## config.mk

```make
export PLATFORM = sky130hd
export DESIGN_NAME = sfpf_core
export DESIGN_NICKNAME = d
export VERILOG_FILES = /design/src/logic/sfpf_pkg.sv /design/src/logic/sfpf_core.sv /design/src/logic/sfpf_protect.sv /design/src/logic/sfpf_sync.sv
export SDC_FILE = /design/constraint.sdc
export NUM_CORES = 1
export LEC_CHECK = 0
export BUFFER_PORTS_ARGS = -buffer_cell sky130_fd_sc_hd__buf_4
export CAP_MARGIN = 20
export CORE_ASPECT_RATIO = 0.6
export CORE_MARGIN = 5
export CORE_UTILIZATION = 35
export CTS_CLUSTER_SIZE = 16
export DETAILED_ROUTE_END_ITERATION = 6
export GPL_TIMING_DRIVEN = 0
export REMOVE_ABC_BUFFERS = 1
export SYNTH_ARGS = -nofsm -noshare
export SYNTH_HDL_FRONTEND = slang
export SYNTH_SLANG_ARGS = --single-unit
```

## constraint.sdc

```tcl
create_clock -name clk_sys -period 4 [get_ports clk_sys]
set_clock_uncertainty 0.15 [all_clocks]
set_input_delay 0.4 -clock clk_sys [delete_from_list [all_inputs] [get_ports clk_sys]]
set_output_delay 0.4 -clock clk_sys [all_outputs]
set_load 0.005 [all_outputs]
```

## src/logic/sfpf_pkg.sv

```systemverilog
// constants, request carrier and state codes of the serial flash front end
// assumes one system clock; the link pins are sampled, never used as clocks
package sfpf_pkg;

    // clock and link timing
    localparam int CLK_SYS_NS = 100;
    localparam int SCLK_MIN_PERIOD_NS = 800;
    localparam int SYS_PER_SCLK = SCLK_MIN_PERIOD_NS / CLK_SYS_NS;

    // array geometry
    localparam int ADDR_W = 25;
    localparam int BLK_W = 9;
    localparam int NUM_BLK = 512;
    localparam int SEC_PER_BLK = 16;
    localparam int OTP_AW = 9;
    localparam logic [8:0] OTP_SERIAL_LAST = 9'h00F;
    localparam logic [3:0] LEVEL_ALL = 4'hA;

    // opcodes of the frame decoder
    localparam logic [7:0] OP_WRITE_LATCH_SET = 8'h06;
    localparam logic [7:0] OP_WRITE_LATCH_CLR = 8'h04;
    localparam logic [7:0] OP_STATUS_READ = 8'h05;
    localparam logic [7:0] OP_STATUS_WRITE = 8'h01;
    localparam logic [7:0] OP_SECURITY_READ = 8'h2B;
    localparam logic [7:0] OP_SECURITY_WRITE = 8'h2F;
    localparam logic [7:0] OP_OTP_ENTER = 8'hB1;
    localparam logic [7:0] OP_OTP_EXIT = 8'hC1;
    localparam logic [7:0] OP_QUAD_ENTER = 8'h35;
    localparam logic [7:0] OP_QUAD_EXIT = 8'hF5;
    localparam logic [7:0] OP_READ = 8'h03;
    localparam logic [7:0] OP_PROGRAM = 8'h02;
    localparam logic [7:0] OP_ERASE_SECTOR = 8'h20;
    localparam logic [7:0] OP_ERASE_BLOCK = 8'hD8;

    // frame lengths in bits
    localparam logic [5:0] BITS_CMD = 6'h08;
    localparam logic [5:0] BITS_STATUS_WRITE = 6'h10;
    localparam logic [5:0] BITS_ADDR_END = 6'h28;
    localparam logic [5:0] BITS_PROGRAM = 6'h30;

    // status byte and security byte fields
    localparam int SR_BUSY = 0;
    localparam int SR_WEL = 1;
    localparam int SR_LEVEL_LO = 2;
    localparam int SEC_FACTORY = 0;
    localparam int SEC_CUSTOMER = 1;

    // reset values
    localparam logic [3:0] LEVEL_RST = 4'h0;
    localparam logic [7:0] BYTE_RST = 8'h00;

    typedef enum logic [1:0] {
        SFPF_REQ_READ = 2'b00,
        SFPF_REQ_PROG = 2'b01,
        SFPF_REQ_ERASE_SEC = 2'b10,
        SFPF_REQ_ERASE_BLK = 2'b11
    } sfpf_req_kind_t;

    typedef struct packed {
        logic valid;
        sfpf_req_kind_t kind;
        logic otp;
        logic [ADDR_W-1:0] addr;
        logic [7:0] data;
    } sfpf_req_t;

    typedef enum logic [2:0] {
        SFPF_IDLE = 3'b000,
        SFPF_CMD = 3'b001,
        SFPF_ADDR = 3'b010,
        SFPF_DIN = 3'b011,
        SFPF_DOUT = 3'b100,
        SFPF_WAIT = 3'b101,
        SFPF_STBY = 3'b110
    } sfpf_state_t;

endpackage

```

## src/logic/sfpf_core.sv

```systemverilog
// serial flash front end: frame decode, protection, secure otp locks
// assumes the array engine sits on clk_sys and answers reads one cycle after a request
// Operation
// - top/bottom one: level n protects lowest blocks
// - levels ten to fifteen protect everything
// - top/bottom zero: level n protects highest blocks
// - separate 4K-bit one-time area for serial
// - security bit zero shows factory lock
// - security write sets customer lock bit one
// - locks once set never clear again
// - otp mode refuses main array access
// - serial field low, customer field above
// - sectors of 4K in 64K blocks
// - end blocks lock per 4K sector
// - bad opcode: standby, output off, until select
// - good opcode: active until select rises
// - sample on clock rise, shift on fall
// - clock modes zero and three only
// - reads end at once on select rise
// - write-type commands need byte-aligned select rise
// - array access ignored while busy; a running read still fetches each next byte
// - writes need write enable latch set
module sfpf_core (
    input wire logic clk_sys,
    input wire logic sys_rst,
    input wire logic clk_en,
    input wire logic cs_n_pin,
    input wire logic sclk_pin,
    input wire logic si_pin,
    input wire logic factory_lock_strap,
    input wire logic tb_sel,
    input wire logic [31:0] sector_lock,
    input wire logic array_busy,
    input wire logic [7:0] rd_data,
    output logic so_out,
    output logic so_oe,
    output sfpf_pkg::sfpf_req_t req,
    output logic active,
    output logic write_enable_latch,
    output logic otp_mode,
    output logic quad_mode,
    output logic factory_lock,
    output logic customer_lock,
    output logic [3:0] protect_level
);
    logic [3:0] pin_level;
    logic [3:0] pin_rise;
    logic [3:0] pin_fall;

    sfpf_sync #(.W(4)) u_sync (
        .clk_sys(clk_sys),
        .sys_rst(sys_rst),
        .clk_en(clk_en),
        .pin_async({factory_lock_strap, si_pin, sclk_pin, cs_n_pin}),
        .rst_level(4'h1),
        .level(pin_level),
        .rise(pin_rise),
        .fall(pin_fall)
    );

    sfpf_pkg::sfpf_state_t state_reg;
    sfpf_pkg::sfpf_state_t state_next;
    logic [5:0] bit_cnt_reg;
    logic [7:0] shift_reg;
    logic [7:0] cmd_reg;
    logic [31:0] addr_reg;
    logic [7:0] data_reg;
    logic [7:0] out_sh_reg;
    logic [2:0] out_cnt_reg;
    logic load_pend_reg;
    logic so_reg;
    logic so_oe_reg;
    logic active_reg;
    logic wel_reg;
    logic otp_reg;
    logic quad_reg;
    logic flock_reg;
    logic clock_reg;
    logic [3:0] level_reg;
    sfpf_pkg::sfpf_req_t req_reg;
    sfpf_pkg::sfpf_req_t req_next;

    // link events, all from the synchronised copies
    logic cs_n;
    logic cs_fall;
    logic cs_rise;
    logic sck_rise;
    logic sck_fall;
    logic si;
    logic strap;
    assign cs_n = pin_level[0];
    assign cs_fall = pin_fall[0];
    assign cs_rise = pin_rise[0];
    // idle level ignored; only edges inside the frame
    assign sck_rise = pin_rise[1] & ~cs_n;
    assign sck_fall = pin_fall[1] & ~cs_n;
    assign si = pin_level[2];
    assign strap = pin_level[3];

    logic [7:0] sh_next;
    logic byte_done;
    logic [5:0] cnt_inc;
    assign sh_next = {shift_reg[6:0], si};
    assign cnt_inc = (bit_cnt_reg == 6'h3F) ? bit_cnt_reg : bit_cnt_reg + 6'h01;
    assign byte_done = sck_rise & (cnt_inc[2:0] == 3'h0);

    function automatic logic op_valid(input logic [7:0] op);
        case (op)
            sfpf_pkg::OP_WRITE_LATCH_SET, sfpf_pkg::OP_WRITE_LATCH_CLR,
            sfpf_pkg::OP_STATUS_READ, sfpf_pkg::OP_STATUS_WRITE,
            sfpf_pkg::OP_SECURITY_READ, sfpf_pkg::OP_SECURITY_WRITE,
            sfpf_pkg::OP_OTP_ENTER, sfpf_pkg::OP_OTP_EXIT,
            sfpf_pkg::OP_QUAD_ENTER, sfpf_pkg::OP_QUAD_EXIT,
            sfpf_pkg::OP_READ, sfpf_pkg::OP_PROGRAM,
            sfpf_pkg::OP_ERASE_SECTOR, sfpf_pkg::OP_ERASE_BLOCK: op_valid = 1'b1;
            default: op_valid = 1'b0;
        endcase
    endfunction

    function automatic logic op_has_addr(input logic [7:0] op);
        op_has_addr = (op == sfpf_pkg::OP_READ) || (op == sfpf_pkg::OP_PROGRAM) ||
                      (op == sfpf_pkg::OP_ERASE_SECTOR) || (op == sfpf_pkg::OP_ERASE_BLOCK);
    endfunction

    // status and security bytes
    logic [7:0] status_byte;
    logic [7:0] security_byte;
    assign status_byte = {2'b00, level_reg, wel_reg, array_busy};
    assign security_byte = {6'h00, clock_reg, flock_reg};

    // 25-bit byte address, 512 blocks of 16 sectors
    logic [sfpf_pkg::ADDR_W-1:0] tgt_addr;
    logic arr_prot;
    assign tgt_addr = addr_reg[sfpf_pkg::ADDR_W-1:0];

    sfpf_protect u_protect (
        .addr(tgt_addr),
        .level(level_reg),
        .tb_sel(tb_sel),
        .sector_lock(sector_lock),
        .whole_block(cmd_reg == sfpf_pkg::OP_ERASE_BLOCK),
        .prot(arr_prot)
    );

    // serial field under factory lock, rest under customer lock
    logic otp_prot;
    assign otp_prot = (addr_reg[sfpf_pkg::OTP_AW-1:0] <= sfpf_pkg::OTP_SERIAL_LAST) ?
                      flock_reg : clock_reg;

    // write-type commands run only on an aligned select rise
    logic aligned;
    logic ex_ok;
    assign aligned = cs_rise & (bit_cnt_reg[2:0] == 3'h0) & (state_reg != sfpf_pkg::SFPF_STBY);
    assign ex_ok = aligned & (state_reg != sfpf_pkg::SFPF_IDLE);
    logic ex_wrl_set;
    logic ex_wrl_clr;
    logic ex_sr_wr;
    logic ex_sec_wr;
    logic ex_otp_in;
    logic ex_otp_out;
    logic ex_q_in;
    logic ex_q_out;
    logic ex_prog;
    logic ex_erase;
    logic one_byte;
    assign one_byte = ex_ok & (bit_cnt_reg == sfpf_pkg::BITS_CMD);
    assign ex_wrl_set = one_byte & (cmd_reg == sfpf_pkg::OP_WRITE_LATCH_SET);
    assign ex_wrl_clr = one_byte & (cmd_reg == sfpf_pkg::OP_WRITE_LATCH_CLR);
    assign ex_otp_in = one_byte & (cmd_reg == sfpf_pkg::OP_OTP_ENTER);
    assign ex_otp_out = one_byte & (cmd_reg == sfpf_pkg::OP_OTP_EXIT);
    assign ex_q_in = one_byte & (cmd_reg == sfpf_pkg::OP_QUAD_ENTER);
    assign ex_q_out = one_byte & (cmd_reg == sfpf_pkg::OP_QUAD_EXIT);
    assign ex_sec_wr = one_byte & (cmd_reg == sfpf_pkg::OP_SECURITY_WRITE) & wel_reg &
                       ~array_busy;
    assign ex_sr_wr = ex_ok & (bit_cnt_reg == sfpf_pkg::BITS_STATUS_WRITE) &
                      (cmd_reg == sfpf_pkg::OP_STATUS_WRITE) & wel_reg & ~array_busy;
    assign ex_prog = ex_ok & (bit_cnt_reg == sfpf_pkg::BITS_PROGRAM) &
                     (cmd_reg == sfpf_pkg::OP_PROGRAM) & wel_reg & ~array_busy &
                     ~(otp_reg ? otp_prot : arr_prot);
    assign ex_erase = ex_ok & (bit_cnt_reg == sfpf_pkg::BITS_ADDR_END) &
                      ((cmd_reg == sfpf_pkg::OP_ERASE_SECTOR) |
                       (cmd_reg == sfpf_pkg::OP_ERASE_BLOCK)) &
                      wel_reg & ~array_busy & ~otp_reg & ~arr_prot;

    // read start and byte reload
    logic addr_done;
    logic rd_start;
    logic rd_refused;
    logic out_byte_end;
    logic rd_next;
    assign addr_done = byte_done & (state_reg == sfpf_pkg::SFPF_ADDR) &
                       (cnt_inc == sfpf_pkg::BITS_ADDR_END);
    assign rd_start = addr_done & (cmd_reg == sfpf_pkg::OP_READ) & ~array_busy;
    assign rd_refused = addr_done & (cmd_reg == sfpf_pkg::OP_READ) & array_busy;
    assign out_byte_end = sck_fall & (state_reg == sfpf_pkg::SFPF_DOUT) & (out_cnt_reg == 3'h7);
    assign rd_next = out_byte_end & (cmd_reg == sfpf_pkg::OP_READ);

    // frame state machine
    always_comb
    begin
        state_next = state_reg;
        case (state_reg)
            sfpf_pkg::SFPF_IDLE:
                state_next = sfpf_pkg::SFPF_IDLE;
            sfpf_pkg::SFPF_CMD:
                if (byte_done)
                begin
                    if (!op_valid(sh_next))
                        state_next = sfpf_pkg::SFPF_STBY;
                    else if (op_has_addr(sh_next))
                        state_next = sfpf_pkg::SFPF_ADDR;
                    else if (sh_next == sfpf_pkg::OP_STATUS_READ ||
                             sh_next == sfpf_pkg::OP_SECURITY_READ)
                        state_next = sfpf_pkg::SFPF_DOUT;
                    else if (sh_next == sfpf_pkg::OP_STATUS_WRITE)
                        state_next = sfpf_pkg::SFPF_DIN;
                    else
                        state_next = sfpf_pkg::SFPF_WAIT;
                end
            sfpf_pkg::SFPF_ADDR:
                if (rd_start)
                    state_next = sfpf_pkg::SFPF_DOUT;
                else if (rd_refused)
                    state_next = sfpf_pkg::SFPF_STBY;
                else if (addr_done)
                    state_next = (cmd_reg == sfpf_pkg::OP_PROGRAM) ?
                                 sfpf_pkg::SFPF_DIN : sfpf_pkg::SFPF_WAIT;
            sfpf_pkg::SFPF_DIN:
                if (byte_done)
                    state_next = sfpf_pkg::SFPF_WAIT;
            sfpf_pkg::SFPF_DOUT:
                state_next = sfpf_pkg::SFPF_DOUT;
            sfpf_pkg::SFPF_WAIT:
                state_next = sfpf_pkg::SFPF_WAIT;
            sfpf_pkg::SFPF_STBY:
                state_next = sfpf_pkg::SFPF_STBY;
            default:
                state_next = sfpf_pkg::SFPF_IDLE;
        endcase
        // select rise ends any frame at once
        if (cs_rise)
            state_next = sfpf_pkg::SFPF_IDLE;
        else if (cs_fall)
            state_next = sfpf_pkg::SFPF_CMD;
    end

    // request toward the array engine
    always_comb
    begin
        req_next = '0;
        req_next.otp = otp_reg;
        req_next.addr = tgt_addr;
        req_next.data = data_reg;
        if (rd_start || rd_next)
        begin
            req_next.valid = 1'b1;
            req_next.kind = sfpf_pkg::SFPF_REQ_READ;
            req_next.addr = rd_start ? {addr_reg[sfpf_pkg::ADDR_W-9:0], sh_next} :
                            tgt_addr + 25'h0000001;
        end
        else if (ex_prog)
        begin
            req_next.valid = 1'b1;
            req_next.kind = sfpf_pkg::SFPF_REQ_PROG;
        end
        else if (ex_erase)
        begin
            req_next.valid = 1'b1;
            req_next.kind = (cmd_reg == sfpf_pkg::OP_ERASE_BLOCK) ?
                            sfpf_pkg::SFPF_REQ_ERASE_BLK : sfpf_pkg::SFPF_REQ_ERASE_SEC;
        end
    end

    // frame shifting and counters
    always_ff @(posedge clk_sys)
    begin
        if (sys_rst)
        begin
            state_reg <= sfpf_pkg::SFPF_IDLE;
            bit_cnt_reg <= 6'h00;
            shift_reg <= sfpf_pkg::BYTE_RST;
            cmd_reg <= sfpf_pkg::BYTE_RST;
            addr_reg <= 32'h00000000;
            data_reg <= sfpf_pkg::BYTE_RST;
        end
        else if (clk_en)
        begin
            state_reg <= state_next;
            if (cs_fall)
                bit_cnt_reg <= 6'h00;
            else if (sck_rise)
            begin
                bit_cnt_reg <= cnt_inc;
                shift_reg <= sh_next;
            end
            if (byte_done && state_reg == sfpf_pkg::SFPF_CMD)
                cmd_reg <= sh_next;
            if (byte_done && state_reg == sfpf_pkg::SFPF_ADDR)
                addr_reg <= {addr_reg[23:0], sh_next};
            else if (rd_next)
                addr_reg <= addr_reg + 32'h00000001;
            if (byte_done && state_reg == sfpf_pkg::SFPF_DIN)
                data_reg <= sh_next;
        end
    end

    // output shifts on the falling clock
    always_ff @(posedge clk_sys)
    begin
        if (sys_rst)
        begin
            out_sh_reg <= sfpf_pkg::BYTE_RST;
            out_cnt_reg <= 3'h0;
            load_pend_reg <= 1'b0;
            so_reg <= 1'b0;
            so_oe_reg <= 1'b0;
            active_reg <= 1'b0;
        end
        else if (clk_en)
        begin
            load_pend_reg <= req_reg.valid & (req_reg.kind == sfpf_pkg::SFPF_REQ_READ);
            if (load_pend_reg)
                out_sh_reg <= rd_data;
            else if (byte_done && state_reg == sfpf_pkg::SFPF_CMD)
                out_sh_reg <= (sh_next == sfpf_pkg::OP_SECURITY_READ) ? security_byte :
                              status_byte;
            else if (out_byte_end && cmd_reg != sfpf_pkg::OP_READ)
                out_sh_reg <= (cmd_reg == sfpf_pkg::OP_SECURITY_READ) ? security_byte :
                              status_byte;
            else if (sck_fall && state_reg == sfpf_pkg::SFPF_DOUT)
                out_sh_reg <= {out_sh_reg[6:0], 1'b0};
            if (cs_fall)
                out_cnt_reg <= 3'h0;
            else if (sck_fall && state_reg == sfpf_pkg::SFPF_DOUT)
            begin
                out_cnt_reg <= out_cnt_reg + 3'h1;
                so_reg <= out_sh_reg[7];
            end
            so_oe_reg <= (state_next == sfpf_pkg::SFPF_DOUT);
            // active from valid opcode to select rise
            if (cs_rise || cs_fall)
                active_reg <= 1'b0;
            else if (byte_done && state_reg == sfpf_pkg::SFPF_CMD)
                active_reg <= op_valid(sh_next);
        end
    end

    // latches, modes and locks
    always_ff @(posedge clk_sys)
    begin
        if (sys_rst)
        begin
            wel_reg <= 1'b0;
            otp_reg <= 1'b0;
            quad_reg <= 1'b0;
            flock_reg <= 1'b0;
            clock_reg <= 1'b0;
            level_reg <= sfpf_pkg::LEVEL_RST;
            req_reg <= '0;
        end
        else if (clk_en)
        begin
            req_reg <= req_next;
            if (ex_wrl_set)
                wel_reg <= 1'b1;
            else if (ex_wrl_clr || ex_sr_wr || ex_sec_wr || ex_prog || ex_erase)
                wel_reg <= 1'b0;
            if (ex_otp_in)
                otp_reg <= 1'b1;
            else if (ex_otp_out)
                otp_reg <= 1'b0;
            if (ex_q_in)
                quad_reg <= 1'b1;
            else if (ex_q_out)
                quad_reg <= 1'b0;
            if (strap)
                flock_reg <= 1'b1;
            if (ex_sec_wr)
                clock_reg <= 1'b1;
            if (ex_sr_wr)
                level_reg <= data_reg[sfpf_pkg::SR_LEVEL_LO+3:sfpf_pkg::SR_LEVEL_LO];
        end
    end

    assign so_out = so_reg;
    assign so_oe = so_oe_reg;
    assign req = req_reg;
    assign active = active_reg;
    assign write_enable_latch = wel_reg;
    assign otp_mode = otp_reg;
    assign quad_mode = quad_reg;
    assign factory_lock = flock_reg;
    assign customer_lock = clock_reg;
    assign protect_level = level_reg;
endmodule

```

## src/logic/sfpf_protect.sv

```systemverilog
// write-protect decode for one address
// assumes level and sector locks are stable while decoded
module sfpf_protect (
    input wire logic [sfpf_pkg::ADDR_W-1:0] addr,
    input wire logic [3:0] level,
    input wire logic tb_sel,
    input wire logic [31:0] sector_lock,
    input wire logic whole_block,
    output logic prot
);
    logic [sfpf_pkg::BLK_W-1:0] blk;
    logic [3:0] sec;
    logic [9:0] span;
    logic bottom_hit;
    logic top_hit;
    logic level_hit;
    logic sec_hit;

    assign blk = addr[sfpf_pkg::ADDR_W-1:16];
    assign sec = addr[15:12];
    assign span = 10'h001 << (level - 4'h1);
    assign bottom_hit = {1'b0, blk} < span;
    assign top_hit = {1'b0, blk} >= (10'(sfpf_pkg::NUM_BLK) - span);
    assign level_hit = (level == 4'h0) ? 1'b0 :
                       (level >= sfpf_pkg::LEVEL_ALL) ? 1'b1 :
                       (tb_sel ? bottom_hit : top_hit);
    assign sec_hit = (blk == 9'h000) ? (whole_block ? |sector_lock[15:0] : sector_lock[sec]) :
                     (blk == 9'h1FF) ? (whole_block ? |sector_lock[31:16] :
                                        sector_lock[5'h10 + {1'b0, sec}]) : 1'b0;
    assign prot = level_hit | sec_hit;
endmodule

```

## src/logic/sfpf_sync.sv

```systemverilog
// two-flop synchroniser with edge flags for the link pins
// assumes the inputs are asynchronous to clk_sys
module sfpf_sync #(
    parameter int W = 4
) (
    input wire logic clk_sys,
    input wire logic sys_rst,
    input wire logic clk_en,
    input wire logic [W-1:0] pin_async,
    input wire logic [W-1:0] rst_level,
    output logic [W-1:0] level,
    output logic [W-1:0] rise,
    output logic [W-1:0] fall
);
    logic [W-1:0] meta_reg;
    logic [W-1:0] sync_reg;
    logic [W-1:0] prev_reg;

    always_ff @(posedge clk_sys)
    begin
        if (sys_rst)
        begin
            meta_reg <= rst_level;
            sync_reg <= rst_level;
            prev_reg <= rst_level;
        end
        else if (clk_en)
        begin
            meta_reg <= pin_async;
            sync_reg <= meta_reg;
            prev_reg <= sync_reg;
        end
    end

    // edges seen only after reset settles; prev mirrors sync
    assign level = sync_reg;
    assign rise = sync_reg & ~prev_reg;
    assign fall = ~sync_reg & prev_reg;
endmodule

```

# After elaboration in Yosys (flattened, before gate mapping)

Cells that the tools add are included.

Register bits: 135
Bits in latches: 0
Bits in writable memories: 0
Memory bits (read-only): 0
Input port bits: 49
Word-level logic and storage cells: 239
Memories: 0

$add $sub $neg: 7
Multipliers: 0
Divide/modulo/power cells: 0
Magnitude comparators: 6
Equal/unequal tests: 44
Shifts and indexed selects: 1
Mux-type cells: 56
Bitwise gates (word level): 52
Reductions and logical operators: 47

Operators with widths:

| cell                  | count |
|---|---|
| $eq 8x6->1 const B    | 8 |
| $eq 8x8->1 const B    | 8 |
| $mux 32               | 2 |
| $mux 3                | 17 |
| $mux 25               | 2 |
| $and 1x1->1           | 40 |
| $eq 8x3->1 const B    | 5 |
| $add 32x1->32 const B | 1 |
| $eq 8x2->1 const B    | 4 |
| $mux 8                | 4 |
| $reduce_or 16->1      | 2 |
| $mux 6                | 5 |
| $reduce_and 2->1      | 13 |
| $add 25x1->25 const B | 1 |
| $eq 6x6->1 const B    | 4 |
| $mux 1                | 23 |
| $pmux 3 s6            | 1 |
| $eq 8x1->1 const B    | 2 |
| $eq 3x3->1 const B    | 5 |
| $reduce_bool 2->1     | 7 |
| $reduce_or 14->1      | 1 |
| $ge 9x10->1           | 1 |
| $logic_or 1x1->1      | 10 |
| $lt 9x10->1           | 1 |
| 31 further kinds      | 46 |

# Logic depth before layout (Yosys ltp)

Gate-level depths: netlist of the first run.

Depth after elaboration: 15
Gate-level depth with buffers: 14
Gate-level depth less buffers: 13

# Hierarchy

From an unflattened synthesis of the first run, not the netlist that was laid out.

Cell total of the unflattened synthesis: 1041
Area, all modules: 8386.8 sq um

Modules (own cells, without submodules):

| module       | instances | cells each | area each (sq um) |
|---|---|---|---|
| sfpf_core    | 1         | 881        | 6775.2 |
| sfpf_protect | 1         | 126        | 1014.7 |
| sfpf_sync    | 1         | 34         | 596.8 |

# Least setup slack after synthesis of the first run

Ideal clock, no wire load.

Path kind: register -> register
Start point: register level_reg[0] (netlist: protect_level[0])
End point: register wel_reg (netlist: write_enable_latch)
Library setup time: 0.127 ns
Data arrival time: 2.715 ns
Path slack: 1.008 ns
Stages on the path, launching flop included: 15
Path buffers: 1
Period minus slack after synthesis: 2.992 ns
Path through: dfxtp_1 clkbuf_1 nor2b_1 nand2_1 ha_1 o21ai_0 o21ai_0 ha_1 nand3_1 nor2_1 a2111oi_0 a222oi_1 nor3_2 o211ai_1 o2bb2ai_1

Longest elaborated chain between the ends: 15
Elaborated cells on any way between the ends: 20
Classes of those cells: 2 x add/sub; 3 x order compare; 1 x shift; 4 x mux; 5 x bitwise; 5 x reduce/logical

RTL lines:

| what                            | RTL line           | text |
|---|---|---|
| from (decl)                     | sfpf_core.sv:79    | `logic [3:0] level_reg;` |
| from (signal assigned)          | sfpf_core.sv:358   | `level_reg <= sfpf_pkg::LEVEL_RST;` |
| from (signal assigned)          | sfpf_core.sv:381   | `level_reg <= data_reg[sfpf_pkg::SR_LEVEL_LO+3:sfpf_pkg::SR_LEVEL_LO];` |
| $sub 4x1->4                     | sfpf_protect.sv:21 | `assign span = 10'h001 << (level - 4'h1);` |
| $shl 1x4->10                    | sfpf_protect.sv:21 |  |
| $sub 10x10->10                  | sfpf_protect.sv:23 | `assign top_hit = {1'b0, blk} >= (10'(sfpf_pkg::NUM_BLK) - span);` |
| $ge 9x10->1                     | sfpf_protect.sv:23 |  |
| $mux 1                          | sfpf_protect.sv:26 | `(tb_sel ? bottom_hit : top_hit);` |
| $mux 1                          | sfpf_protect.sv:25 | `(level >= sfpf_pkg::LEVEL_ALL) ? 1'b1 :` |
| $mux 1 (*)                      | sfpf_protect.sv:24 | `assign level_hit = (level == 4'h0) ? 1'b0 :` |
| $or 1x1->1 (*)                  | sfpf_protect.sv:30 | `assign prot = level_hit \| sec_hit;` |
| $mux 1                          | sfpf_core.sv:179   | `~(otp_reg ? otp_prot : arr_prot);` |
| $not 1->1                       | sfpf_core.sv:179   |  |
| $and 1x1->1                     | sfpf_core.sv:178   | `(cmd_reg == sfpf_pkg::OP_PROGRAM) & wel_reg & ~array_busy &` |
| $logic_or 1x1->1                | sfpf_core.sv:366   | `else if (ex_wrl_clr \|\| ex_sr_wr \|\| ex_sec_wr \|\| ex_prog \|\| ex_erase)` |
| $logic_or 1x1->1 (*)            | sfpf_core.sv:366   |  |
| $reduce_bool 2->1 (no line) (*) | n/a                |  |
| $reduce_and 2->1 (no line) (*)  | n/a                |  |
| to (signal assigned)            | sfpf_core.sv:353   | `wel_reg <= 1'b0;` |
| to (signal assigned)            | sfpf_core.sv:365   | `wel_reg <= 1'b1;` |
| to (signal assigned)            | sfpf_core.sv:367   | `wel_reg <= 1'b0;` |
| to (decl)                       | sfpf_core.sv:74    | `logic wel_reg;` |

Mark *: on every way between the ends. The rest lies on a longest branch, timed or not.
A chain may end at the register's enable or synchronous reset.

# Final worst setup path of the first run

Start point: register state_reg[2]
End point: register addr_reg[8]

Longest elaborated chain between the ends: 6
Elaborated cells on any way between the ends: 9
Classes of those cells: 2 x eq/ne; 1 x mux; 3 x bitwise; 3 x reduce/logical

RTL lines:

| what                        | RTL line         | text |
|---|---|---|
| from (decl)                 | sfpf_core.sv:61  | `sfpf_pkg::sfpf_state_t state_reg;` |
| from (signal assigned)      | sfpf_core.sv:279 | `state_reg <= sfpf_pkg::SFPF_IDLE;` |
| from (signal assigned)      | sfpf_core.sv:288 | `state_reg <= state_next;` |
| $eq 3x3->1                  | sfpf_core.sv:195 | `assign out_byte_end = sck_fall & (state_reg == sfpf_pkg::SFPF_DOUT) & (out_cnt_reg == 3'h7);` |
| $and 1x1->1 (2 in series)   | sfpf_core.sv:195 |  |
| $and 1x1->1                 | sfpf_core.sv:196 | `assign rd_next = out_byte_end & (cmd_reg == sfpf_pkg::OP_READ);` |
| $reduce_bool 2->1 (no line) | n/a              |  |
| $reduce_and 2->1 (no line)  | n/a              |  |
| to (signal assigned)        | sfpf_core.sv:299 | `addr_reg <= {addr_reg[23:0], sh_next};` |
| to (signal assigned)        | sfpf_core.sv:301 | `addr_reg <= addr_reg + 32'h00000001;` |
| to (decl)                   | sfpf_core.sv:66  | `logic [31:0] addr_reg;` |

Several ways; a longest one is shown, not always the timed one.

==> results.sh, run 1 <==
export IMPL_synthDistinctLibCells=88
export IMPL_dp_cells=1373
export IMPL_syn2layout_area_growth_pct=17.2
export IMPL_status="complete, no violations"
export IMPL_cts_hold_buf=0
export IMPL_gr_total_overflow=0
export IMPL_antenna_found_initial=0
export IMPL_wl_met3_um=1890
export IMPL_clk_pin_slew_ns=0.06
export IMPL_ys_warn_count=0
export IMPL_wl_per_cell_um=18.0
export IMPL_r2r_worst_path_cells=7
export IMPL_drive_above_1_share_pct=16.2
export IMPL_gp_congestion=0.875
export IMPL_cp_max_fo=34
export IMPL_reg2reg_to="addr_reg[8]"
export IMPL_cts_htree_levels=4
export IMPL_min_period_over_period_pct=95.1
export IMPL_crit_type="flip-flop to flip-flop"
export IMPL_hp_start="cs_n_pin"
export IMPL_setup_tns_ns=0
export IMPL_io_pin_count=98
export IMPL_grt_pass1_vias=7452
export IMPL_drt_vias_per_instance=5.72
export IMPL_drv_slew=0
export IMPL_cts_root_buf="clkbuf_16"
export IMPL_netlist_instances=1050
export IMPL_worst_slack_ns=0.196
export IMPL_worstHoldPathType="input port to flip-flop"
export IMPL_power_w=0.00319
export IMPL_grt_max_degree=85
export IMPL_fp_dieH_um=129
export IMPL_p_per_area_mw_per_mm2=332
export IMPL_dieArea_mm2=0.0267
export IMPL_cpPeakStageDelay_ns=0.89
export IMPL_cts_buffer_depth=2
export IMPL_synth_area_mm2=0.00820
export IMPL_ys_flop_type="dfxtp_1"
export IMPL_n_fill_cell=2335
export IMPL_die_x_um=208
export IMPL_vias=8049
export IMPL_wl_um=25300
export IMPL_preCtsSetupSlack_ns=-0.128
export IMPL_netlist_top_cells_area="dfxtp_1 (31%), nor2_1 (7.6%), mux2i_1 (7.1%), a21oi_1 (4.0%), ha_1 (3.8%)"
export IMPL_whs_path_depth=3
export IMPL_n_antenna_cell=0
export IMPL_synth_edf_count=0
export IMPL_grt_first_pass_wirelength_um=41000
export IMPL_max_slew_worst_pin_slew_ns=1.08
export IMPL_cts_made_buffers=17
export IMPL_drcViolationCount=0
export IMPL_yosysMostFrequentCell="nor2_1"
export IMPL_largest_reg_flops=37
export IMPL_dp_hpwl_um=17300
export IMPL_finalNonFillerCells=1406
export IMPL_regArea_mm2=0.00256
export IMPL_whs_endpoint="u_sync.meta_reg[0]"
export IMPL_post_synth_top_area_cell="dfxtp_1"
export IMPL_clock_sinks=128
export IMPL_netlist_area_leader_share_pct=31.2
export IMPL_synth_seq_cells=128
export IMPL_cts_repair_resized=0
export IMPL_synthArstFlopShare_pct=0
export IMPL_synth_commonest_cells="nor2_1 (165), dfxtp_1 (128), nand2_1 (78), clkbuf_1 (67), a21oi_1 (66)"
export IMPL_multi_input_area_mm2=0.00514
export IMPL_first_iter_violations=745
export IMPL_critPathTopFamily="simple AND/OR/NAND/NOR gates"
export IMPL_antenna_left=0
export IMPL_slew_headroom_pct=28.2
export IMPL_wl_met2_um=10000
export IMPL_final_nets=1152
export IMPL_ys_seq_area_share_pct=31.2
export IMPL_cts_tree="built"
export IMPL_top_layer="met4"
export IMPL_clk_latency_ns=0.42
export IMPL_cp_slowest_cell="and3_1"
export IMPL_max_freq_mhz=263
export IMPL_rrSetupSlack_ns=0.20
export IMPL_whs_ns=0.0431
export IMPL_drtPass1Iterations=5
export IMPL_core_area_mm2=0.0231
export IMPL_path_buf_inv=0
export IMPL_required_ns=4.13
export IMPL_min_period_ns=3.80
export IMPL_rsz0062_at_grt="false"
export IMPL_drv_cap=0
export IMPL_cp_end_kind="flip-flop"
export IMPL_post_cts_setup_buffer_count=0
export IMPL_wl_met1_um=13200
export IMPL_critical_path_arrival_ns=3.94
export IMPL_setup_viol=0
export IMPL_crit_chain="or4b_1 -> nor3b_4 -> and3_1 -> o21a_2 -> o21ai_1 -> a2bb2oi_1 -> nor2_1"
export IMPL_finalHoldViolations=0
export IMPL_start_kind="flip-flop"
export IMPL_rows=43
export IMPL_syn_avg_cell_area_um2=7.81
export IMPL_p_leak_nw=3.52
export IMPL_start_util_pct=35.5
export IMPL_r2r_start="state_reg[2]"
export IMPL_vdd_drop_max_v=0.000258
export IMPL_groute_usage_overall_pct=18.8
export IMPL_portBuffers=97
## layout by cell type (no fill, tap or decap), drive strengths merged, types with 5 or more instances in the layout
cell	synthesis	layout
nand3	40	40
mux2	8	8
nor4	18	18
dfxtp	128	128
buf	21	102
a221oi	10	10
and3	17	17
a21o	5	5
a211oi	20	20
clkbuf	71	18
ha	25	25
a22oi	21	21
and4	5	5
o211ai	8	8
a221o	5	5
and2	7	7
nor3b	5	5
o31ai	13	13
nor2	166	166
nand4	17	17
o21ai	67	67
nor3	31	31
a2bb2oi	7	7
inv	17	21
nor4b	5	5
a311oi	10	10
mux2i	58	58
xnor2	6	6
o41ai	6	6
nor2b	18	18
nand2b	8	8
a21oi	67	67
nand2	81	81
a31oi	6	6
## report_power, final
group          total [W]  switching, W  internal (W)
logic           0.000181     0.0000945     0.0000868
registers        0.00131     0.0000165       0.00129
clock network    0.00170      0.000644       0.00105
## through the flow
stage	cell area, um2	utilization [%]
after floorplan	7760	-
after global placement	8880	38.5
after detailed placement	8950	38.8
after CTS	9590	41.5
after global routing	9610	41.7
final	9610	41.7
## worst max path at each step
stage,startpoint,cells past startpoint,endpoint,slack [ns]
2_1_floorplan,bit_cnt_reg[0],7,data_reg[2],1.00
3_3_place_gp,clk_en,5,data_reg[5],-1.40
3_5_place_dp,clk_en,6,bit_cnt_reg[5],-0.13
4_1_cts,state_reg[2],7,addr_reg[8],0.28
5_1_grt,state_reg[2],7,addr_reg[4],0.02
6_report,state_reg[2],7,addr_reg[8],0.20
## area by class of cell
type	instances	area share (%)
clock buffer	18	4.46
clock inverter	14	2.12
inverter	18	0.703
multi-input combinational	811	53.4
sequential	128	26.7
tap	315	4.10
timing repair buffer	102	8.54
## cell families (layout without fill, tap and decap cells)
kind of cell | after synthesis | after routing | share of synthesized area [%]
XOR/XNOR | 8 | 8 | 0.854
AND/OR/NAND/NOR | 445 | 445 | 27.4
flip-flops | 128 | 128 | 31.2
buffers and inverters | 111 | 152 | 6.19
AO/OA/AOI/OAI | 265 | 265 | 21.7
adder cells (fa/ha/maj) | 25 | 25 | 3.81
multiplexers | 68 | 68 | 8.73
## tightest hold or removal path, delay by kind of cell
family | cells | cell delay, ns
buffers and inverters | 1 | 0.07
AND/OR/NAND/NOR | 1 | 0.06
multiplexers | 1 | 0.05
## per-layer routing
metal	up-vias	track usage, %
li1	3912	-
met1	3846	29.1
met2	273	26.0
met3	18	4.36
met4	0	4.44
met5	-	0
Note: power is estimated with default switching activity, not from simulation.
==> run 2, diff against run 1 <==
--- a/config.mk
+++ b/config.mk
@@ -13,6 +13,7 @@
 export CTS_CLUSTER_SIZE = 16
 export DETAILED_ROUTE_END_ITERATION = 6
 export GPL_TIMING_DRIVEN = 0
+export PLACE_DENSITY = 0.53
 export REMOVE_ABC_BUFFERS = 1
 export SYNTH_ARGS = -nofsm -noshare
 export SYNTH_HDL_FRONTEND = slang
==> results.sh, run 2 (synthesis results as in run 1) <==
export IMPL_status="complete, no violations"
export IMPL_largest_reg_flops=37
export IMPL_grt_busiest_layer="met1"
export IMPL_setup_tns_ns=0
export IMPL_worstHoldPathType="input port to flip-flop"
export IMPL_r2r_start="u_sync.level[1]"
export IMPL_post_cts_setup_buffer_count=0
export IMPL_regArea_mm2=0.00256
export IMPL_whs_endpoint="u_sync.meta_reg[0]"
export IMPL_fp_dieH_um=129
export IMPL_groute_usage_overall_pct=18.8
export IMPL_clk_pin_slew_ns=0.06
export IMPL_final_nets=1152
export IMPL_cts_root_buf="clkbuf_16"
export IMPL_final_util_pct=41.6
export IMPL_cts_tree="built"
export IMPL_cp_slowest_cell="and3_4"
export IMPL_drt_vias_per_instance=5.63
export IMPL_max_freq_mhz=288
export IMPL_min_period_ns=3.47
export IMPL_portBuffers=97
export IMPL_dp_hpwl_um=17400
export IMPL_cts_hold_buf=0
export IMPL_p_leak_nw=3.52
export IMPL_antenna_left=0
export IMPL_layout_commonest_cell="nor2_1"
export IMPL_cts_made_buffers=17
export IMPL_finalHoldViolations=0
export IMPL_vdd_drop_max_v=0.000278
export IMPL_final_cell_mix="nor2_1 (165), dfxtp_1 (128), buf_4 (97)"
export IMPL_max_slew_worst_pin_slew_ns=0.945
export IMPL_start_kind="flip-flop"
export IMPL_critical_path_arrival_ns=3.62
export IMPL_grt_max_degree=85
export IMPL_n_fill_cell=2340
export IMPL_slew_headroom_pct=36.9
export IMPL_start_util_pct=35.5
export IMPL_dieArea_mm2=0.0267
export IMPL_path_buf_inv=0
export IMPL_grtUsageMet1_pct=30.4
export IMPL_core_area_mm2=0.0231
export IMPL_io_pin_count=98
export IMPL_whs_ns=0.0457
export IMPL_syn2layout_area_growth_pct=17.2
export IMPL_grt_first_pass_wirelength_um=41000
export IMPL_setup_viol=0
export IMPL_p_per_area_mw_per_mm2=319
export IMPL_clock_sinks=128
export IMPL_drtPass1Iterations=5
export IMPL_rsz0062_at_grt="false"
export IMPL_cpPeakStageDelay_ns=0.84
export IMPL_drv_slew=0
export IMPL_dp_cells=1372
export IMPL_grt_pass1_vias=7243
export IMPL_whs_path_depth=3
export IMPL_cts_buffer_depth=2
export IMPL_die_x_um=208
export IMPL_finalNonFillerCells=1406
export IMPL_cts_htree_levels=4
export IMPL_drcViolationCount=0
export IMPL_vias=7921
export IMPL_drv_cap=0
export IMPL_use_met2_pct=24.7
export IMPL_critPathTopFamily="simple AND/OR/NAND/NOR gates"
export IMPL_n_antenna_cell=0
export IMPL_place_area_mm2=0.00896
export IMPL_crit_chain="nor3b_1 -> and3_4 -> a31oi_4 -> a21o_1 -> a221oi_1 -> nor3_1"
export IMPL_min_period_over_period_pct=86.9
export IMPL_first_iter_violations=681
export IMPL_cp_end_kind="flip-flop"
export IMPL_rrSetupSlack_ns=0.53
export IMPL_crit_type="flip-flop to flip-flop"
export IMPL_antenna_found_initial=0
export IMPL_gr_total_overflow=0
export IMPL_wl_um=25700
export IMPL_cp_max_fo=68
export IMPL_design_area_mm2=0.00961
export IMPL_drive_above_1_share_pct=16.4
export IMPL_gp_congestion=0.856
export IMPL_multi_input_area_mm2=0.00515
export IMPL_hp_start="cs_n_pin"
export IMPL_clk_latency_ns=0.43
export IMPL_r2r_worst_path_cells=6
export IMPL_rows=43
export IMPL_reg2reg_to="req[26]"
export IMPL_required_ns=4.15
export IMPL_grt_use_met3_pct=4.14
export IMPL_wl_per_cell_um=18.3
run 2: cell count changes in the layout (fill, tap and decap cells not counted), sizes merged:
cell      previous run  this run
clkinvlp             3         4
inv                 21        19
clkbuf              18        19
clkinv               4         6
bufinv               4         2
run 2: stage by stage:
step                      total power, W  setup slack [ns]
after floorplan                  0.00140              1.00
after global placement           0.00152             -1.62
after detailed placement         0.00152            -0.247
after CTS                        0.00309             0.182
after global routing             0.00318             0.209
final                            0.00307             0.525
run 2: where the power goes:
part	leakage, nW	internal (W)	switching, W
clock network	0.282	0.000950	0.000624
registers	1.04	0.00129	0.0000152
logic	2.20	0.0000886	0.0000971
total	3.52	0.00233	0.000736
run 2: how the worst max path moves through the flow:
stage / from / endpoint / cells past startpoint
after detailed placement: clk_en / bit_cnt_reg[5] / 6
final: u_sync.level[1] / req[26] / 6
after global routing: protect_level[1] / req[36] / 13
after CTS: clk_en / bit_cnt_reg[5] / 6
after floorplan: bit_cnt_reg[0] / data_reg[2] / 7
after global placement: clk_en / data_reg[2] / 5
run 2: area by class of cell:
class	instances	area share [%]
Clock buffer	19	4.71
Clock inverter	13	1.42
Inverter	18	0.703
Multi-Input combinational cell	811	53.6
Sequential cell	128	26.7
Tap cell	315	4.10
Timing Repair Buffer	102	8.84
run 2: tightest hold or removal path, delay by kind of cell:
kind          cells  cell delay (ns)
buf+inv           1             0.08
mux               1             0.05
simple gates      1             0.06
run 2: layer usage:
metal / vias up / wire [um]
met2: 273 / 9850
met5: - / 0
met1: 3723 / 13600
met3: 26 / 2040
li1: 3899 / -
met4: 0 / 263
run 2: timing repair:
item                                   CTS  global route
gates resized for setup                  0             1
setup endpoints to repair                0             1
endpoints found under the hold margin    0             0
==> run 3, diff against run 2 <==
--- a/config.mk
+++ b/config.mk
@@ -5,6 +5,7 @@
 export SDC_FILE = /design/constraint.sdc
 export NUM_CORES = 1
 export LEC_CHECK = 0
+export ABC_AREA = 1
 export BUFFER_PORTS_ARGS = -buffer_cell sky130_fd_sc_hd__buf_4
 export CAP_MARGIN = 20
 export CORE_ASPECT_RATIO = 0.6
==> results.sh, run 3 <==
export IMPL_setup_viol=0
export IMPL_cp_max_fo=7
export IMPL_groute_usage_overall_pct=20.7
export IMPL_drive_above_1_share_pct=12.9
export IMPL_synthDistinctLibCells=47
export IMPL_cp_end_kind="flip-flop"
export IMPL_setup_tns_ns=0
export IMPL_antenna_left=0
export IMPL_drv_slew=0
export IMPL_netlist_top_cells_area="dfxtp_1 (32%), nand2_1 (11%), a21oi_1 (8.0%), o21ai_0 (7.6%), inv_1 (6.9%)"
export IMPL_syn2layout_area_growth_pct=20.3
export IMPL_gr_total_overflow=0
export IMPL_hp_start="cs_n_pin"
export IMPL_post_synth_top_area_cell="dfxtp_1"
export IMPL_netlist_instances=1218
export IMPL_design_area_mm2=0.00959
export IMPL_antenna_found_initial=0
export IMPL_start_util_pct=35.9
export IMPL_dp_cells=1569
export IMPL_final_cell_mix="nand2_1 (241), inv_1 (146), a21oi_1 (128), dfxtp_1 (128), nor2_1 (125)"
export IMPL_clk_pin_slew_ns=0.06
export IMPL_rsz0062_at_grt="false"
export IMPL_ys_warn_count=0
export IMPL_first_iter_violations=689
export IMPL_clock_sinks=128
export IMPL_largest_reg_flops=37
export IMPL_synth_compound_area_share_pct=23.1
export IMPL_post_cts_setup_buffer_count=0
export IMPL_fp_dieH_um=127
export IMPL_synth_edf_count=0
export IMPL_synth_commonest_cells="nand2_1 (241), inv_1 (147), a21oi_1 (128), dfxtp_1 (128), nor2_1 (126)"
export IMPL_io_pin_count=98
export IMPL_cts_htree_levels=4
export IMPL_dieArea_mm2=0.0260
export IMPL_finalNonFillerCells=1603
export IMPL_grt_first_pass_wirelength_um=42600
export IMPL_drtPass1Iterations=5
export IMPL_drv_cap=0
export IMPL_p_leak_nw=4.21
export IMPL_n_fill_cell=2356
export IMPL_drcViolationCount=0
export IMPL_max_freq_mhz=302
export IMPL_place_area_mm2=0.00889
export IMPL_cts_repair_resized=0
export IMPL_gp_congestion=0.902
export IMPL_max_slew_worst_pin_slew_ns=0.996
export IMPL_power_w=0.00339
export IMPL_critical_path_arrival_ns=3.45
export IMPL_whs_ns=0.0277
export IMPL_synthMuxAreaShare_pct=0
export IMPL_p_per_area_mw_per_mm2=353
export IMPL_min_period_over_period_pct=82.8
export IMPL_rows=42
export IMPL_wl_per_cell_um=16.8
export IMPL_r2r_start="protect_level[1]"
export IMPL_required_ns=4.13
export IMPL_wl_um=26900
export IMPL_regArea_mm2=0.00256
export IMPL_start_kind="flip-flop"
export IMPL_vias=8266
export IMPL_yosys_area_share_adder_pct=3.92
export IMPL_synth_seq_cells=128
export IMPL_crit_type="flip-flop to flip-flop"
export IMPL_synth_xor_area_share_pct=2.75
export IMPL_cts_tree="built"
export IMPL_clk_latency_ns=0.43
export IMPL_cts_made_buffers=17
export IMPL_final_nets=1356
export IMPL_cp_startpoint="protect_level[1]"
export IMPL_ys_seq_area_share_pct=32.2
export IMPL_core_area_mm2=0.0222
export IMPL_die_x_um=205
export IMPL_yosys_area_share_simple_pct=27.5
export IMPL_netlist_area_leader_share_pct=32.2
export IMPL_cts_buffer_depth=2
export IMPL_slew_headroom_pct=33.3
export IMPL_syn_avg_cell_area_um2=6.54
export IMPL_synth_top_family_by_area="simple AND/OR/NAND/NOR gates"
export IMPL_min_period_ns=3.31
export IMPL_grt_max_degree=88
export IMPL_portBuffers=97
export IMPL_synthArstFlopShare_pct=0
export IMPL_layout_commonest_cell="nand2_1"
export IMPL_worstHoldPathType="input port to flip-flop"
export IMPL_synth_area_mm2=0.00797
export IMPL_dp_hpwl_um=19300
export IMPL_n_antenna_cell=0
export IMPL_cts_root_buf="clkbuf_16"
export IMPL_drt_vias_per_instance=5.16
export IMPL_vdd_drop_max_v=0.000276
export IMPL_status="complete, no violations"
export IMPL_multi_input_area_mm2=0.00457
export IMPL_grt_pass1_vias=7674
export IMPL_cts_hold_buf=0
export IMPL_yosysMostFrequentCell="nand2_1"
export IMPL_finalHoldViolations=0
export IMPL_ys_flop_type="dfxtp_1"
-- run 3: changes by cell type after synthesis, moves of 14 or more --
cell,previous run,this run
nand2_1,78,241
inv_1,17,147
o21ai_0,48,121
a21oi_1,66,128
mux2i_1,58,0
nor2_1,165,126
clkbuf_1,67,31
a22oi_1,21,1
xor2_1,2,22
nor2b_1,18,0
and3_1,14,0
o211ai_1,8,22
-- run 3: critical path, stage by stage, from the launching register on --
cell     delay, ns
dfxtp_1       0.38
nor2_1        0.22
nand2_1       0.15
nor2_1        0.11
inv_1         0.06
nand2_1       0.12
nand3_1       0.16
xor2_1        0.19
ha_1          0.28
nand2_1       0.10
inv_1         0.05
a21oi_1       0.13
nand2_1       0.08
nand2_1       0.06
nand2_1       0.05
nand2_1       0.05
nand2_1       0.05
nand2_1       0.05
nand3_1       0.11
nand2_1       0.14
nand2_1       0.07
nand2_1       0.05
nand2_1       0.08
nand3_1       0.08
nand2_1       0.05
nand2_1       0.09
a21oi_1       0.06
-- run 3: metrics by stage --
stage / utilization [%] / setup WS (ns)
floorplan: - / 1.32
global placement: 39.7 / -0.0299
detailed placement: 40.0 / 0.300
CTS: 43.0 / 0.680
global route: 43.1 / 0.302
finish: 43.1 / 0.687
-- run 3: final cells by class --
type                    count  share of cell area [%]
repair buffers            102                    8.49
flip-flops and latches    128                    26.7
inverters                 157                    6.16
clock inverters            10                    2.15
clock buffers              22                    4.84
well taps                 308                    4.02
multi-input cells         876                    47.6
-- run 3: power breakdown --
group / switching (W) / internal [W]
clock network: 0.000622 / 0.00120
registers: 0.0000232 / 0.00130
logic: 0.000134 / 0.0000996
total: 0.000779 / 0.00261
-- run 3: worst paths after layout --
check	end	slack [ns]	cells past startpoint
worst max register to register	write_enable_latch	0.69	26
worst max-delay path	write_enable_latch	0.69	26
worst min register to register	u_sync.meta_reg[0]	0.31	2
worst min-delay path	u_sync.meta_reg[0]	0.03	3
-- run 3: per-layer routing --
layer | track usage, % | vias up | part of all wire, %
li1 | - | 4210 | -
met1 | 33.1 | 3747 | 54
met2 | 26.9 | 286 | 37
met3 | 5.84 | 23 | 8.1
met4 | 4.09 | 0 | 0.95
met5 | 0 | - | 0
-- run 3: cell families after synthesis --
logic type,count (synthesis)
simple gates,495
fa+ha+maj,25
xor+xnor,25
buf+inv,214
flops,128
compound gates,331
